<file path="config.mk">
export PLATFORM = sky130hd
export DESIGN_NAME = wse_core
export DESIGN_NICKNAME = d
export VERILOG_FILES = /design/src/wse_pkg.sv /design/src/wse_core.sv /design/src/wse_reg_word.sv
export SDC_FILE = /design/constraint.sdc
export NUM_CORES = 1
export LEC_CHECK = 0
export BUFFER_PORTS_ARGS = -buffer_cell sky130_fd_sc_hd__buf_2
export CAP_MARGIN = 20
export CORE_AREA = 5 5 139 141
export DETAILED_ROUTE_END_ITERATION = 12
export DIE_AREA = 0 0 144 146
export PLACE_DENSITY = 0.9
export SKIP_LAST_GASP = 1
export SYNTH_ARGS = -nofsm -noshare
export SYNTH_HDL_FRONTEND = slang
export SYNTH_SLANG_ARGS = --single-unit
</file>
<file path="constraint.sdc">
create_clock -name i_clk_sys -period 5.46 [get_ports i_clk_sys]
set_input_delay 0 -clock i_clk_sys [delete_from_list [all_inputs] [get_ports i_clk_sys]]
set_output_delay 0 -clock i_clk_sys [all_outputs]
set_load 0.01 [all_outputs]
</file>
<file path="src/wse_pkg.sv">
// Package for the word store execution block: opcodes, causes, carriers.
// Assumes a single core clock domain and a decoded store request from issue.
package wse_pkg;

  // Store opcode selector supplied by decode
  typedef enum logic [2:0] {
    WSE_OP_NONE,
    WSE_OP_WINDOW,
    WSE_OP_WIDE,
    WSE_OP_NARROW,
    WSE_OP_RELEASE
  } wse_op_type;

  // Exception causes reported by the block
  localparam logic [5:0] WSE_CAUSE_NONE = 6'h00;
  localparam logic [5:0] WSE_CAUSE_ILLEGAL = 6'h00;
  localparam logic [5:0] WSE_CAUSE_PRIV = 6'h08;
  localparam logic [5:0] WSE_CAUSE_UNALIGNED = 6'h09;
  localparam logic [5:0] WSE_CAUSE_STORE_PROHIBITED = 6'h1D;
  localparam logic [5:0] WSE_CAUSE_STORE_ERROR = 6'h03;

  // Offset field layout
  localparam int WSE_SCALE_SHIFT = 2;
  localparam int WSE_WINDOW_ONES = 26;
  localparam int WSE_WIDE_BITS = 8;
  localparam int WSE_NARROW_BITS = 4;
  localparam logic [1:0] WSE_RING_ZERO = 2'h0;
  localparam logic [1:0] WSE_ALIGN_MASK = 2'h3;

  // Interrupt status bit positions
  localparam int WSE_EV_DONE = 0;
  localparam int WSE_EV_EXC = 1;
  localparam int WSE_EV_COUNT = 2;

  // Register offsets of the small control block
  localparam logic [3:0] WSE_REG_STATUS = 4'h0;
  localparam logic [3:0] WSE_REG_MASK = 4'h4;
  localparam logic [3:0] WSE_REG_LAST_CAUSE = 4'h8;
  localparam logic [3:0] WSE_REG_LAST_ADDR = 4'hC;

  // Store request from issue
  typedef struct packed {
    wse_op_type op;
    logic [31:0] base;
    logic [31:0] data;
    logic [7:0] imm;
  } wse_req_type;

  // Translated request toward the memory system
  typedef struct packed {
    logic [31:0] paddr;
    logic [31:0] data;
    logic [1:0] ring;
    logic to_iram_ok;
  } wse_mem_type;

endpackage : wse_pkg

</file>
<file path="src/wse_core.sv">
// Word store execution: address forming, checks and memory write issue.
// Assumes decode supplies one request at a time and memory answers done/error.
//
// How it works
// [RQ1] Window store at nonzero ring: privilege fault
// [RQ2] Window address: base plus one-extended offset
// [RQ3] Window check ring: saved ring or zero
// [RQ4] Window offset spans minus 64 to minus 4
// [RQ5] Window store checks saved ring level
// [RQ6] Wide store: base plus 8-bit offset times four
// [RQ7] Every store writes all 32 source bits
// [RQ8] Translate when option present, else pass
// [RQ9] Translation or memory failure raises exception
// [RQ10] No unaligned option: low bits cleared
// [RQ11] Unaligned option: misaligned address faults
// [RQ12] Wide and narrow stores may hit IRAM
// [RQ13] Narrow store: 4-bit offset times four
// [RQ14] Release waits for earlier memory operations
// [RQ15] Release address: 8-bit offset times four
// [RQ16] Unconfigured store opcode is illegal
`timescale 1ns/10ps

module wse_core #(
  parameter bit HAS_MMU = 1'b1,
  parameter bit HAS_REGION_XLT = 1'b0,
  parameter bit HAS_UNALIGNED_EXC = 1'b1,
  parameter bit HAS_WINDOWED = 1'b1,
  parameter bit HAS_CODE_DENSITY = 1'b1,
  parameter bit HAS_MP_SYNC = 1'b1
) (
  // Clock and reset
  input wire logic i_clk_sys,
  input wire logic i_reset_n,
  // Request from issue
  input wire logic i_req_valid,
  input wire wse_pkg::wse_req_type i_req,
  input wire logic [1:0] i_current_privilege_ring,
  input wire logic [1:0] i_saved_ring_level,
  output logic o_req_ready,
  // Memory ordering state
  input wire logic i_mem_ops_pending,
  // Address translation unit
  output logic o_xlt_valid,
  output logic [31:0] o_xlt_vaddr,
  output logic [1:0] o_xlt_ring,
  input wire logic i_xlt_done,
  input wire logic [31:0] i_xlt_paddr,
  input wire logic i_xlt_fault,
  // Memory write port
  output logic o_mem_valid,
  output wse_pkg::wse_mem_type o_mem,
  input wire logic i_mem_done,
  input wire logic i_mem_error,
  // Completion
  output logic o_done,
  output logic o_exc,
  output logic [5:0] o_exc_cause,
  output logic [31:0] o_exc_vaddr,
  // Register port
  input wire logic [3:0] i_reg_addr,
  input wire logic [31:0] i_reg_wdata,
  input wire logic i_reg_wr,
  input wire logic i_reg_rd,
  output logic [31:0] o_reg_rdata,
  output logic o_irq
);

  typedef enum {
    ST_IDLE,
    ST_DRAIN,
    ST_XLT,
    ST_MEM,
    ST_END
  } wse_state_type;

  typedef struct packed {
    wse_state_type state;
    logic [31:0] vaddr;
    logic [31:0] paddr;
    logic [31:0] data;
    logic [1:0] ring;
    logic iram_ok;
    logic done;
    logic exc;
    logic [5:0] cause;
    logic [wse_pkg::WSE_EV_COUNT-1:0] status;
    logic [wse_pkg::WSE_EV_COUNT-1:0] mask;
    logic rd_sel_reg;
    logic [31:0] rd_small;
  } wse_regs_type;

  wse_regs_type r;
  wse_regs_type next_r;

  // Offset forming shared by all variants
  function automatic logic [31:0] wse_offset(input wse_pkg::wse_op_type op, input logic [7:0] imm);
    logic [31:0] off;
    off = 32'h0000_0000;
    case (op)
      wse_pkg::WSE_OP_WINDOW: off = {{wse_pkg::WSE_WINDOW_ONES{1'b1}}, imm[3:0], 2'b00}; // RQ2 RQ4
      wse_pkg::WSE_OP_NARROW: off = {28'h0000000, imm[3:0]} << wse_pkg::WSE_SCALE_SHIFT; // RQ13
      default: off = {24'h000000, imm} << wse_pkg::WSE_SCALE_SHIFT; // RQ6 RQ15
    endcase
    return off;
  endfunction

  // Whether the opcode's option is configured
  function automatic logic wse_legal(input wse_pkg::wse_op_type op);
    logic ok;
    ok = 1'b0;
    case (op)
      wse_pkg::WSE_OP_WINDOW: ok = HAS_WINDOWED;
      wse_pkg::WSE_OP_WIDE: ok = 1'b1;
      wse_pkg::WSE_OP_NARROW: ok = HAS_CODE_DENSITY;
      wse_pkg::WSE_OP_RELEASE: ok = HAS_MP_SYNC;
      default: ok = 1'b0;
    endcase
    return ok;
  endfunction

  localparam bit XLT_ON = HAS_MMU || HAS_REGION_XLT;

  logic [31:0] bank_rdata;
  logic bank_wr;
  logic [31:0] form_vaddr;
  logic misaligned;

  assign form_vaddr = i_req.base + wse_offset(i_req.op, i_req.imm);
  assign misaligned = (form_vaddr[1:0] != 2'b00);
  assign bank_wr = r.exc; // Faulting address is written into the bank while the exception pulse stands

  // Next state
  always_comb begin
    next_r = r;
    next_r.done = 1'b0;
    next_r.exc = 1'b0;
    case (r.state)
      ST_IDLE: begin
        if (i_req_valid && i_req.op != wse_pkg::WSE_OP_NONE) begin
          next_r.vaddr = form_vaddr;
          next_r.data = i_req.data; // RQ7
          next_r.iram_ok = (i_req.op == wse_pkg::WSE_OP_WIDE) || (i_req.op == wse_pkg::WSE_OP_NARROW); // RQ12
          next_r.ring = i_current_privilege_ring;
          if (i_req.op == wse_pkg::WSE_OP_WINDOW) begin
            next_r.ring = HAS_MMU ? i_saved_ring_level : wse_pkg::WSE_RING_ZERO; // RQ3 RQ5
          end
          if (!wse_legal(i_req.op)) begin
            next_r.cause = wse_pkg::WSE_CAUSE_ILLEGAL; // RQ16
            next_r.state = ST_END;
            next_r.exc = 1'b1;
          end else if (i_req.op == wse_pkg::WSE_OP_WINDOW && i_current_privilege_ring != wse_pkg::WSE_RING_ZERO) begin
            next_r.cause = wse_pkg::WSE_CAUSE_PRIV; // RQ1
            next_r.state = ST_END;
            next_r.exc = 1'b1;
          end else if (HAS_UNALIGNED_EXC && misaligned) begin
            next_r.cause = wse_pkg::WSE_CAUSE_UNALIGNED; // RQ11
            next_r.state = ST_END;
            next_r.exc = 1'b1;
          end else if (i_req.op == wse_pkg::WSE_OP_RELEASE) begin
            next_r.state = ST_DRAIN; // RQ14
          end else begin
            next_r.state = XLT_ON ? ST_XLT : ST_MEM;
          end
          if (!XLT_ON) begin
            next_r.paddr = {form_vaddr[31:2], 2'b00}; // RQ8 RQ10
          end
        end
      end
      ST_DRAIN: begin
        if (!i_mem_ops_pending) begin
          next_r.state = XLT_ON ? ST_XLT : ST_MEM; // RQ14
        end
      end
      ST_XLT: begin
        if (i_xlt_done) begin
          if (i_xlt_fault) begin
            next_r.cause = wse_pkg::WSE_CAUSE_STORE_PROHIBITED; // RQ9
            next_r.exc = 1'b1;
            next_r.state = ST_END;
          end else begin
            next_r.paddr = {i_xlt_paddr[31:2], 2'b00}; // RQ8 RQ10
            next_r.state = ST_MEM;
          end
        end
      end
      ST_MEM: begin
        if (i_mem_done) begin
          if (i_mem_error) begin
            next_r.cause = wse_pkg::WSE_CAUSE_STORE_ERROR; // RQ9
            next_r.exc = 1'b1;
          end else begin
            next_r.cause = wse_pkg::WSE_CAUSE_NONE;
          end
          next_r.done = 1'b1;
          next_r.state = ST_END;
        end
      end
      ST_END: begin
        next_r.state = ST_IDLE;
      end
      default: next_r.state = ST_IDLE;
    endcase
    // Completion pulse doubles as exception pulse on early faults
    if (next_r.exc) begin
      next_r.done = 1'b1;
    end
    // Sticky events; set wins over a write-one clear in the same cycle
    if (i_reg_wr && i_reg_addr == wse_pkg::WSE_REG_STATUS) begin
      next_r.status = r.status & ~i_reg_wdata[wse_pkg::WSE_EV_COUNT-1:0];
    end
    if (i_reg_wr && i_reg_addr == wse_pkg::WSE_REG_MASK) begin
      next_r.mask = i_reg_wdata[wse_pkg::WSE_EV_COUNT-1:0];
    end
    if (next_r.done) begin
      next_r.status[wse_pkg::WSE_EV_DONE] = 1'b1;
    end
    if (next_r.exc) begin
      next_r.status[wse_pkg::WSE_EV_EXC] = 1'b1;
    end
    // Registered read of the small control words
    next_r.rd_sel_reg = i_reg_rd && (i_reg_addr == wse_pkg::WSE_REG_LAST_ADDR);
    case (i_reg_addr)
      wse_pkg::WSE_REG_STATUS: next_r.rd_small = {30'h0, r.status};
      wse_pkg::WSE_REG_MASK: next_r.rd_small = {30'h0, r.mask};
      wse_pkg::WSE_REG_LAST_CAUSE: next_r.rd_small = {26'h0, r.cause};
      default: next_r.rd_small = 32'h0000_0000;
    endcase
    if (!i_reg_rd) begin
      next_r.rd_small = 32'h0000_0000;
    end
  end

  // State register
  always_ff @(posedge i_clk_sys or negedge i_reset_n) begin
    if (!i_reset_n) begin
      r <= '{state: ST_IDLE, default: '0};
    end else begin
      r <= next_r;
    end
  end

  // Last faulting address kept in the word bank; read path is registered there
  wse_reg_word #(
    .WORDS(4)
  ) u_bank (
    .i_clk_sys(i_clk_sys),
    .i_reset_n(i_reset_n),
    .i_wr(bank_wr),
    .i_wr_idx(2'h3),
    .i_wr_data(r.vaddr),
    .i_rd_idx(i_reg_addr[3:2]),
    .o_rd_data(bank_rdata)
  );

  // Outputs
  assign o_req_ready = (r.state == ST_IDLE);
  assign o_xlt_valid = (r.state == ST_XLT);
  assign o_xlt_vaddr = r.vaddr;
  assign o_xlt_ring = r.ring; // RQ5
  assign o_mem_valid = (r.state == ST_MEM);
  assign o_mem.paddr = r.paddr;
  assign o_mem.data = r.data; // RQ7
  assign o_mem.ring = r.ring;
  assign o_mem.to_iram_ok = r.iram_ok; // RQ12
  assign o_done = r.done;
  assign o_exc = r.exc;
  assign o_exc_cause = r.cause;
  assign o_exc_vaddr = r.vaddr;
  assign o_reg_rdata = r.rd_sel_reg ? bank_rdata : r.rd_small;
  assign o_irq = |(r.status & r.mask);

  // Checks
  a_window_priv: assert property (@(posedge i_clk_sys) disable iff (!i_reset_n)
    (r.state == ST_IDLE && i_req_valid && i_req.op == wse_pkg::WSE_OP_WINDOW && HAS_WINDOWED
     && i_current_privilege_ring != 2'h0) |=> (o_exc && o_exc_cause == wse_pkg::WSE_CAUSE_PRIV)) // RQ1
    else $error("window store at nonzero ring not faulted");
  a_release_wait: assert property (@(posedge i_clk_sys) disable iff (!i_reset_n)
    (r.state == ST_DRAIN && i_mem_ops_pending) |=> !o_mem_valid) // RQ14
    else $error("release store issued before drain");
  a_mem_aligned: assert property (@(posedge i_clk_sys) disable iff (!i_reset_n)
    o_mem_valid |-> o_mem.paddr[1:0] == 2'b00) // RQ10
    else $error("memory write address not word aligned");
  a_xlt_fault: assert property (@(posedge i_clk_sys) disable iff (!i_reset_n)
    (o_xlt_valid && i_xlt_done && i_xlt_fault) |=> (o_exc && !o_mem_valid)) // RQ9
    else $error("translation fault not raised");
  a_mem_error: assert property (@(posedge i_clk_sys) disable iff (!i_reset_n)
    (o_mem_valid && i_mem_done && i_mem_error) |=> o_exc) // RQ9
    else $error("memory error not raised");
  a_window_addr: assert property (@(posedge i_clk_sys) disable iff (!i_reset_n)
    (o_req_ready && i_req_valid && i_req.op == wse_pkg::WSE_OP_WINDOW)
    |=> o_xlt_vaddr == $past(i_req.base) + {26'h3FFFFFF, $past(i_req.imm[3:0]), 2'b00}) // RQ2
    else $error("window address wrong");
  a_narrow_addr: assert property (@(posedge i_clk_sys) disable iff (!i_reset_n)
    (o_req_ready && i_req_valid && i_req.op == wse_pkg::WSE_OP_NARROW)
    |=> o_xlt_vaddr == $past(i_req.base) + {26'h0, $past(i_req.imm[3:0]), 2'b00}) // RQ13
    else $error("narrow address wrong");
  a_wide_addr: assert property (@(posedge i_clk_sys) disable iff (!i_reset_n)
    (o_req_ready && i_req_valid && i_req.op == wse_pkg::WSE_OP_WIDE)
    |=> o_xlt_vaddr == $past(i_req.base) + {22'h0, $past(i_req.imm), 2'b00}) // RQ6
    else $error("wide address wrong");
  a_window_ring: assert property (@(posedge i_clk_sys) disable iff (!i_reset_n)
    (o_req_ready && i_req_valid && i_req.op == wse_pkg::WSE_OP_WINDOW)
    |=> o_xlt_ring == (HAS_MMU ? $past(i_saved_ring_level) : 2'h0)) // RQ3
    else $error("window ring wrong");
  a_irq_level: assert property (@(posedge i_clk_sys) disable iff (!i_reset_n)
    $rose(o_irq) |-> (o_done || $past(i_reg_wr && i_reg_addr == wse_pkg::WSE_REG_MASK)))
    else $error("interrupt raised without an event or a mask write");

endmodule // wse_core

</file>
<file path="src/wse_reg_word.sv">
// Small register bank; of the block's software visible words it holds only the last faulting address.
// Assumes one clock; read data come out of a register one cycle after the strobe.
`timescale 1ns/10ps

module wse_reg_word #(
  parameter int WORDS = 4
) (
  // Clock and reset
  input wire logic i_clk_sys,
  input wire logic i_reset_n,
  // Write side
  input wire logic i_wr,
  input wire logic [1:0] i_wr_idx,
  input wire logic [31:0] i_wr_data,
  // Read side
  input wire logic [1:0] i_rd_idx,
  output logic [31:0] o_rd_data
);

  // The index ports are two bits wide, so only four words can be served
  if (WORDS != 4) begin : g_words_check
    $error("wse_reg_word serves exactly four words");
  end

  logic [WORDS-1:0][31:0] mem;

  // Storage and registered read
  always_ff @(posedge i_clk_sys or negedge i_reset_n) begin
    if (!i_reset_n) begin
      mem <= '0;
      o_rd_data <= 32'h0000_0000;
    end else begin
      if (i_wr) begin
        mem[i_wr_idx] <= i_wr_data;
      end
      o_rd_data <= mem[i_rd_idx];
    end
  end

endmodule // wse_reg_word
</file>
# [After elaboration in Yosys (flattened, before gate mapping)]
# Index checks and enable logic that the tools add are counted.
# W data, S select, Z words.
[op_classes] addsub=1 n_mul=0 n_div=0 magnitude_cmp=1 n_eq_ne=18 shift=0 muxes=35 n_bitwise=4 reduce_logical=21
[op_table] cell="$mux W32" count=9
[op_table] cell="$pmux W32 S4" count=1
[op_table] cell="$bmux W32 S2" count=1
[op_table] cell="$eq A32 B2 Y1 const B" count=2
[op_table] cell="$eq A32 B3 Y1 const B" count=2
[op_table] cell="$logic_not A32 Y1" count=2
[op_table] cell="$mux W64" count=1
[op_table] cell="$pmux W32 S2" count=1
[op_table] cell="$mux W7" count=6
[op_table] cell="$add A32 B32 Y32" count=1
[op_table] cell="$eq A32 B1 Y1 const B" count=1
[op_table] cell="$pmux W7 S3" count=1
[op_table] cell="$pmux W6 S3" count=1
[op_table] cell="$ne A2 B2 Y1 const B" count=5
[op_table] cell="$eq A4 B4 Y1 const B" count=2
[op_table] cell="$mux W1" count=8
[op_table] cell="$mux W2" count=4
[op_table] cell="$mux W8" count=1
[op_table] cell="$reduce_bool A2 Y1" count=4
[op_table] cell="$eq A3 B2 Y1 const B" count=2
[op_table] cell="$reduce_and A6 Y1" count=1
[op_table] cell="$reduce_bool A3 Y1" count=2
[op_table] cell="$logic_and A1 B1 Y1" count=5
[op_table] cell="$and A2 B2 Y2" count=2
[op_table] cell="other kinds (15)" count=15
[totals] register_bits=238 latch_bits=0 ramBits=0 romBits=0 in_bits=157 output_inout_bits=177 word_cells=96 n_memories=0

# [Logic depth before layout (Yosys ltp)]
# Gate-level depths: netlist of the first run.
[logic_depth] ltp_word=11 depth_mapped=12

# [Modules after synthesis]
# Synthesis of the first run repeated with hierarchy kept, for this count alone.
[hier_totals] hier_cells=1177 area_unflattened_um2=13799.5
[by_module_without_submodules] mod="wse_core" instances=1 cells_per_inst=834 area_per_inst_um2=7494.7 seq_area_each_um2=2902.8
[by_module_without_submodules] mod="wse_reg_word" instances=1 cells_per_inst=343 area_per_inst_um2=6304.8 seq_area_each_um2=4003.8

# [Worst setup path after synthesis of the first run]
# OpenSTA, ideal clock, no wires.
[synth_path] kind="input to register" from="input i_req[74] (netlist bit)" to="register r (netlist bit o_exc_vaddr[30])" t_arrival_ns=2.855 path_slack_ns=2.470 path_stages=11 path_buffers=2 path_cell_list="buf_2 -> nor3b_2 -> ha_1 -> buf_2 -> a21oi_1 -> o21ai_0 -> nand2b_1 -> a31o_2 -> a41oi_1 -> xor2_1 -> o21ai_0"
[synth_between] elab_chain_len=3 elab_cells_between_ends=7 classes_between="1 x add/sub; 2 x eq/ne; 1 x mux; 3 x reduce/logical"
[synth_lines] element="from (decl)" line="wse_core.sv:36" text="input wire wse_pkg::wse_req_type i_req,"
[synth_lines] element="$eq A3 B2 Y1, or another cell as far along" line="wse_core.sv:99" text="case (op)"
[synth_lines] element="$pmux W32 S2 / $logic_and A1 B1 Y1 (equally long branches)" line="wse_core.sv:99, wse_core.sv:139"
[synth_lines] element="$add A32 B32 Y32 / $reduce_and A2 Y1 (equally long branches)"
[synth_lines] element="to (signal assigned)" line="wse_core.sv:238" text="r <= next_r;"
[synth_lines] element="to (decl)" line="wse_core.sv:92" text="wse_regs_type r;"
# Several ways; a longest one is shown, not always the timed one.
# A chain may end at the register's enable or synchronous reset.

# [Worst setup path in the final report of the first run]
[layout_path] from="input i_req[73] (netlist bit)" to="register r (netlist bit o_exc_vaddr[30])"
# Same word-level chain as after synthesis.

==> results of run 1 <==
==> worst min-delay path: cells and delay by family <==
family / cells / cell delay (ns)
compound gates: 1 / 0.10
buf+inv: 1 / 0.10
simple gates: 3 / 0.27
==> metal layers <==
layer,up-vias,part of all wire,GRT usage
met5,-,0.00049,0
met4,2,0.041,0.106
met3,82,0.063,0.0529
met2,341,0.51,0.424
met1,3752,0.39,0.309
li1,3602,-,-
==> power groups by stage <==
| stage | clock network (mW) | logic (mW) | registers [mW] |
|---|---|---|---|
| 3_3_place_gp | 0 | 1.48 | 2.10 |
| 2_1_floorplan | 0 | 1.46 | 2.01 |
| 5_1_grt | 1.34 | 1.75 | 2.18 |
| 3_5_place_dp | 0 | 1.54 | 2.13 |
| 6_report | 1.27 | 1.61 | 2.13 |
| 4_1_cts | 1.28 | 1.60 | 2.11 |
==> state kept, by name, indices dropped and copies added, names as in the netlist <==
name	count
u_bank.mem	32
u_bank.o_rd_data	32
r	13
o_done	1
o_exc_cause	4
o_exc	1
o_mem	63
o_exc_vaddr	32
o_xlt_ring	2
==> logic make-up after synthesis <==
group,after synthesis
AND/OR/NAND/NOR,324
buffers and inverters,193
flip-flops,180
AO/OA/AOI/OAI,143
multiplexers,74
adder cells (fa/ha/maj),30
XOR/XNOR,24
other,1
==> cell usage in the layout, fill, tap and decap left out, types with 5 or more instances in the layout <==
cell type and count:
buf_2 297, a21oi_1 35, ha_1 29, and3_1 35
a21o_1 15, nand4_1 8, clkbuf_16 17, nor2b_1 6
mux2i_1 5, xor2_1 15, xnor2_1 9, nand2_1 176
dfrtp_1 180, dlygate4sd3_1 85, o211ai_1 7, and2_1 31
buf_4 5, a31oi_1 8, o21ai_0 41, nand3_1 13
o21a_1 9, nor2_1 25, nor3_1 8, mux2_2 69
inv_1 11
==> area by class of cell <==
cell class	instances	area, um^2
sequential	180	4500
timing repair buffer	388	2390
clock inverter	12	169
tap	229	287
inverter	11	41.3
multi-input combinational	599	3890
clock buffer	19	433
fill	1294	6130
==> per-stage QoR <==
| stage | hold WS, ns | std cells | total power [mW] | instance area, um^2 |
|---|---|---|---|---|
| 2_1_floorplan | -0.296 | 972 | 3.47 | 9650 |
| 3_3_place_gp | 0.153 | 1322 | 3.59 | 10300 |
| 3_5_place_dp | 0.163 | 1322 | 3.67 | 10300 |
| 4_1_cts | 0.00317 | 1438 | 4.99 | 11700 |
| 5_1_grt | 0.0745 | 1438 | 5.27 | 11700 |
| 6_report | 0.0861 | 1438 | 5.00 | 11700 |
==> worst paths after layout <==
kind	end	slack, ns	depth (start not counted)
setup / recovery	o_exc_vaddr[30]	2.39	12
hold / removal	r[36]	0.09	5
setup reg to reg	r[145]	2.63	5
hold reg to reg	o_mem[8]	0.47	2
max in group asynchronous	o_done	3.74	3
min in group asynchronous	o_exc_vaddr[19]	0.25	2
==> results.py, run 1 <==
metrics = {
    "min_path": {
        "hold_start": "i_reg_wr",
        "min_path_type": "in2reg",
    },
    "status": {
        "status": "finished clean",
    },
    "yosys": {
        "yosys.area.top_type": "dfrtp_1",
        "ys.flop_type": "dfrtp_1",
        "ys_seq_area_frac": 0.468,
        "synth_top_family_by_area": "simple AND/OR/NAND/NOR gates",
        "synth_top_cells_by_count": "180 x dfrtp_1, 176 x nand2_1, 139 x buf_4, 69 x mux2_2, 41 x o21ai_0",
        "ys_seq_elements": 180,
        "synth_top_area_share": 0.468,
        "synth_area_um2": 9630,
        "synth_area_per_cell_um2": 9.94,
        "synth-xor-area-share": 0.0218,
        "synth_most_common_cell": "dfrtp_1",
        "synthAdderAreaFrac": 0.0397,
        "synth_area_leaders": "dfrtp_1 47%, buf_4 11%, mux2_2 8.1%, nand2_1 6.9%, ha_1 3.8%",
        "ys_warn_count": 0,
        "async_flop_share": 1.00,
        "synth_edf_count": 0,
        "synthCells": 969,
        "synthDistinctLibCells": 59,
        "synth-compound-area-share": 0.0944,
        "synth_simple_gate_area_share": 0.159,
        "synth_mux_area_frac": 0.0858,
    },
    "floorplan": {
        "num_io_pins": 334,
        "core-area_um2": 17800,
        "die_h_um": 146,
        "die_width_um": 144,
        "dieArea_um2": 21000,
        "start_util": 0.540,
        "rows": 49,
    },
    "power": {
        "power_density_nw_per_um2": 427,
        "clkPwrFrac": 0.253,
        "ir_drop_mv": 0.226,
        "p_comb_frac": 0.321,
        "p_switching_mw": 1.76,
        "p_leak_nw": 6.23,
        "seq_power_share": 0.426,
        "swShare": 0.351,
        "intPower_mw": 3.25,
    },
    "route": {
        "wire_per_inst_um": 18.5,
        "vias": 7779,
        "drt-total-wl_um": 26600,
        "antenna_left": 0,
        "drt-initial-drc-count": 529,
        "viasPerCell": 5.41,
        "first_pass_iters": 5,
        "remaining_drc_errors": 0,
    },
    "placed_design": {
        "hpwl_um": 18000,
        "place.gp.congestion": 0.893,
        "post-place-ws_ns": 2.35,
        "numPortBuffers": 298,
    },
    "timing": {
        "fmax_ghz": 0.325,
        "final-setup-viol-count": 0,
        "rsz0062_at_grt": "no",
        "timing.final.crit_share": 0.563,
        "max_slew_margin": 0.319,
        "worst_slew_pin_slew_ns": 1.02,
        "finalMaxSlewViolations": 0,
        "fin_setup_tns_ns": 0,
        "finClkSkew_ns": 0.0115,
        "min_period_ns": 3.07,
        "hold_viol_final": 0,
        "setup_ws_ns": 2.39,
    },
    "finish": {
        "final_core_util": 0.657,
        "layout-drive-gt1-share": 0.339,
        "antenna_cells": 0,
        "area_growth_pct": 21.6,
        "nNetsFinal": 1384,
    },
    "grt": {
        "grt_first_pass_wirelength_um": 41600,
        "antenna_found_initial": 1,
        "grt_pass1_vias": 7908,
        "grt_usage": 0.251,
        "gr-total-overflow": 0,
        "grt_max_degree": 106,
    },
    "worst_setup_path": {
        "critPathLaunchType": "input pin",
        "critPathRequiredTime_ns": 5.72,
        "path_class": "in2reg",
        "crit_path_start": "i_req[73]",
        "endpoint_kind": "flop",
        "crit_top_cell": "o21ai_0",
        "cp.arrival_ns": 3.33,
        "rr_startpoint": "r[145]",
        "path_max_fanout": 25,
        "slowest_delay_ns": 0.55,
        "critPathSlowestCell": "dlygate4sd3_1",
        "cp_cell_sequence": "dlygate4sd3_1 -> buf_2 -> nor3b_4 -> buf_4 -> ha_1 -> a21oi_1 -> o21ai_0 -> nor4b_1 -> o211ai_1 -> a41oi_1 -> xor2_1 -> o21ai_0",
        "cp_top_family": "buffers and inverters",
        "path_buf_inv": 3,
    },
    "cts": {
        "postCtsSetupBuffers": 0,
        "holdBufCountCts": 85,
        "clkSinkCount": 180,
        "ctsResizeCount": 0,
        "cts_max_path_buffers": 2,
        "clk_latency_ns": 0.43,
        "root_buffer": "clkbuf_16",
        "cts_max_level": 4,
        "cts_buffers": 17,
        "cts_tree": "done",
        "clk_pin_slew_worst_paths_ns": 0.07,
    },
    "run": {
        "maxCapViolations": 0,
    },
}
(Power assumes the default switching activity.)
==> run 2: changes to the inputs <==
Settings changed: CORE_AREA 5 5 139 141 to 5 5 144 146, DIE_AREA 0 0 144 146 to 0 0 149 151, PLACE_DENSITY 0.9 to 0.85.
Clock period 5.46 ns to 2.9 ns, I/O delays scaled along.
==> run 2 against run 1 <==
  * Count of clock-buffer cells in the layout unchanged
  * Die area grew 7.0%
  * Non-clock buffer count up 13
  * Final cell count up 3.6%
  * Global-route usage is 1.3 points lower
  * Via count grew 1.5%
==> results.py, run 2 (synthesized netlist as in run 1, its figures left out) <==
metrics = {
    "worst_setup_path": {
        "cp_top_family": "compound AO/OA/AOI/OAI gates",
        "crit_top_cell": "a21o_1",
        "critPathRequiredTime_ns": 3.19,
        "cp_cell_sequence": "dlygate4sd3_1 -> buf_2 -> nor3b_4 -> buf_12 -> ha_1 -> a21o_1 -> a21o_1 -> a21oi_1 -> o21ai_0 -> a21o_1 -> nor3_1 -> o31ai_2",
        "critPathLaunchType": "input pin",
        "path_max_fanout": 25,
        "timing.rr.end": "o_mem[44]",
        "endpoint_kind": "flop",
        "rr_startpoint": "r[144]",
        "reg2reg_slack_ns": 0.73,
        "path_class": "in2reg",
        "cp.arrival_ns": 2.96,
        "path_buf_inv": 3,
        "critPathSlowestCell": "dlygate4sd3_1",
        "slowest_delay_ns": 0.53,
        "rr_worst_depth": 4,
    },
    "power": {
        "p_switching_mw": 3.38,
        "power_density_nw_per_um2": 785,
        "seq_power_share": 0.429,
        "p_total_mw": 9.31,
        "intPower_mw": 5.93,
        "p_comb_frac": 0.329,
        "p_leak_nw": 6.29,
        "clkPwrFrac": 0.242,
        "swShare": 0.363,
        "ir_drop_mv": 0.364,
    },
    "timing": {
        "worst_slew_pin_slew_ns": 0.741,
        "rsz0062_at_grt": "no",
        "final-setup-viol-count": 0,
        "finalMaxSlewViolations": 0,
        "max_slew_margin": 0.506,
        "timing.final.crit_share": 0.922,
        "min_period_ns": 2.67,
        "hold_viol_final": 0,
        "fin_setup_tns_ns": 0,
        "fmax_ghz": 0.374,
        "setup_ws_ns": 0.225,
        "holdWs_ns": 0.0560,
        "finClkSkew_ns": 0.0166,
    },
    "floorplan": {
        "rows": 51,
        "start_util": 0.500,
        "die_width_um": 149,
        "core-area_um2": 19300,
        "die_h_um": 151,
        "num_io_pins": 334,
        "dieArea_um2": 22500,
    },
    "cts": {
        "root_buffer": "clkbuf_16",
        "cts_max_path_buffers": 2,
        "clk_latency_ns": 0.42,
        "cts_buffers": 17,
        "clkSinkCount": 180,
        "cts_tree": "done",
        "clk_pin_slew_worst_paths_ns": 0.07,
        "cts_max_level": 4,
    },
    "min_path": {
        "min_path_type": "in2reg",
        "min_delay_path_depth": 6,
        "hold_start": "i_reg_addr[0]",
        "hold_path_end": "r[36]",
    },
    "finish": {
        "layout-drive-gt1-share": 0.349,
        "nNetsFinal": 1397,
        "largest_reg_flops": 63,
        "final_cell_mix": "297 x buf_2, 180 x dfrtp_1, 176 x nand2_1, 85 x dlygate4sd3_1, 69 x mux2_2",
        "layout_commonest_cell": "buf_2",
        "fin_area_um2": 11900,
        "area_growth_pct": 23.1,
    },
    "route": {
        "wire_per_inst_um": 18.3,
        "drt-total-wl_um": 27300,
        "routed-wl-met2_um": 13500,
        "highest_layer": "met4",
        "vias": 7896,
        "antenna_left": 0,
        "first_pass_iters": 7,
        "remaining_drc_errors": 0,
        "viasPerCell": 5.30,
        "wl_met1_um": 11000,
        "dr_wl_met3_um": 1850,
        "drt-initial-drc-count": 489,
    },
    "grt": {
        "antenna_found_initial": 0,
        "grt_first_pass_wirelength_um": 42400,
        "grt_max_degree": 90,
        "grt_usage": 0.238,
        "grt_pass1_vias": 8002,
        "gr-total-overflow": 0,
    },
    "placed_design": {
        "numPortBuffers": 298,
        "place.gp.congestion": 0.943,
        "hpwl_um": 18700,
        "post-place-ws_ns": 0.0831,
        "placed_cell_area_um2": 10400,
    },
    "status": {
        "status": "finished clean",
    },
    "run": {
        "maxCapViolations": 0,
    },
}
-- run 2: cell count changes in the layout (fill, tap and decap cells not counted), moves of 2 or more --
cell	before	now
buf_4	5	17
inv_8	1	5
bufinv_16	3	0
diode_2	0	2
-- run 2: worst reg2reg max path, stage by stage (launching register included) --
cell and delay [ns]:
dfrtp_1 0.50, nor3b_1 0.55, and3_1 0.23, buf_4 0.36, mux2_2 0.42
-- run 2: metal layers --
layer,vias up,track usage
met3,80,0.0446
met1,3800,0.306
met4,0,0.0975
met5,-,0
met2,363,0.397
li1,3653,-
-- run 2: cell type report --
type                       count  area (um^2)
antenna                        2         5.00
clock buffer                  19          443
clock inverter                13          133
fill                        1560         7410
inverter                      11         41.3
multi-input combinational    599         3910
sequential                   180         4500
tap                          265          332
timing repair buffer         401         2500
-- run 2: worst max-delay path by stage --
stage / from / end / slack [ns] / cells past startpoint
after floorplan: i_req[74] / o_exc_vaddr[30] / 0.22 / 11
after global placement: i_req[74] / o_exc_vaddr[21] / 0.17 / 13
after detailed placement: i_req[74] / o_exc_vaddr[21] / 0.08 / 13
after CTS: i_req[73] / o_exc_vaddr[30] / 0.17 / 12
after global routing: i_req[73] / o_exc_vaddr[28] / 0.05 / 12
final: i_req[73] / o_exc_vaddr[29] / 0.23 / 12
-- run 2: power by group through the flow --
stage          logic (mW)  registers (mW)  clock network (mW)
6_report             3.07            4.00                2.25
4_1_cts              3.04            3.97                2.29
3_5_place_dp         2.94            4.01                   0
2_1_floorplan        2.75            3.78                   0
3_3_place_gp         2.84            3.96                   0
5_1_grt              3.34            4.11                2.40
-- run 2: timing repair --
action	in CTS	in global routing
endpoints found under the hold margin	167	0
buffers inserted	0	0
hold buffers	85	0
endpoints found under the setup margin	0	2
gates resized for setup	0	2
-- run 2: through the flow --
stage / std cells / util
5_1_grt: 1488 / 0.615
3_3_place_gp: 1371 / 0.541
3_5_place_dp: 1371 / 0.541
4_1_cts: 1488 / 0.615
6_report: 1490 / 0.616
2_1_floorplan: 972 / -
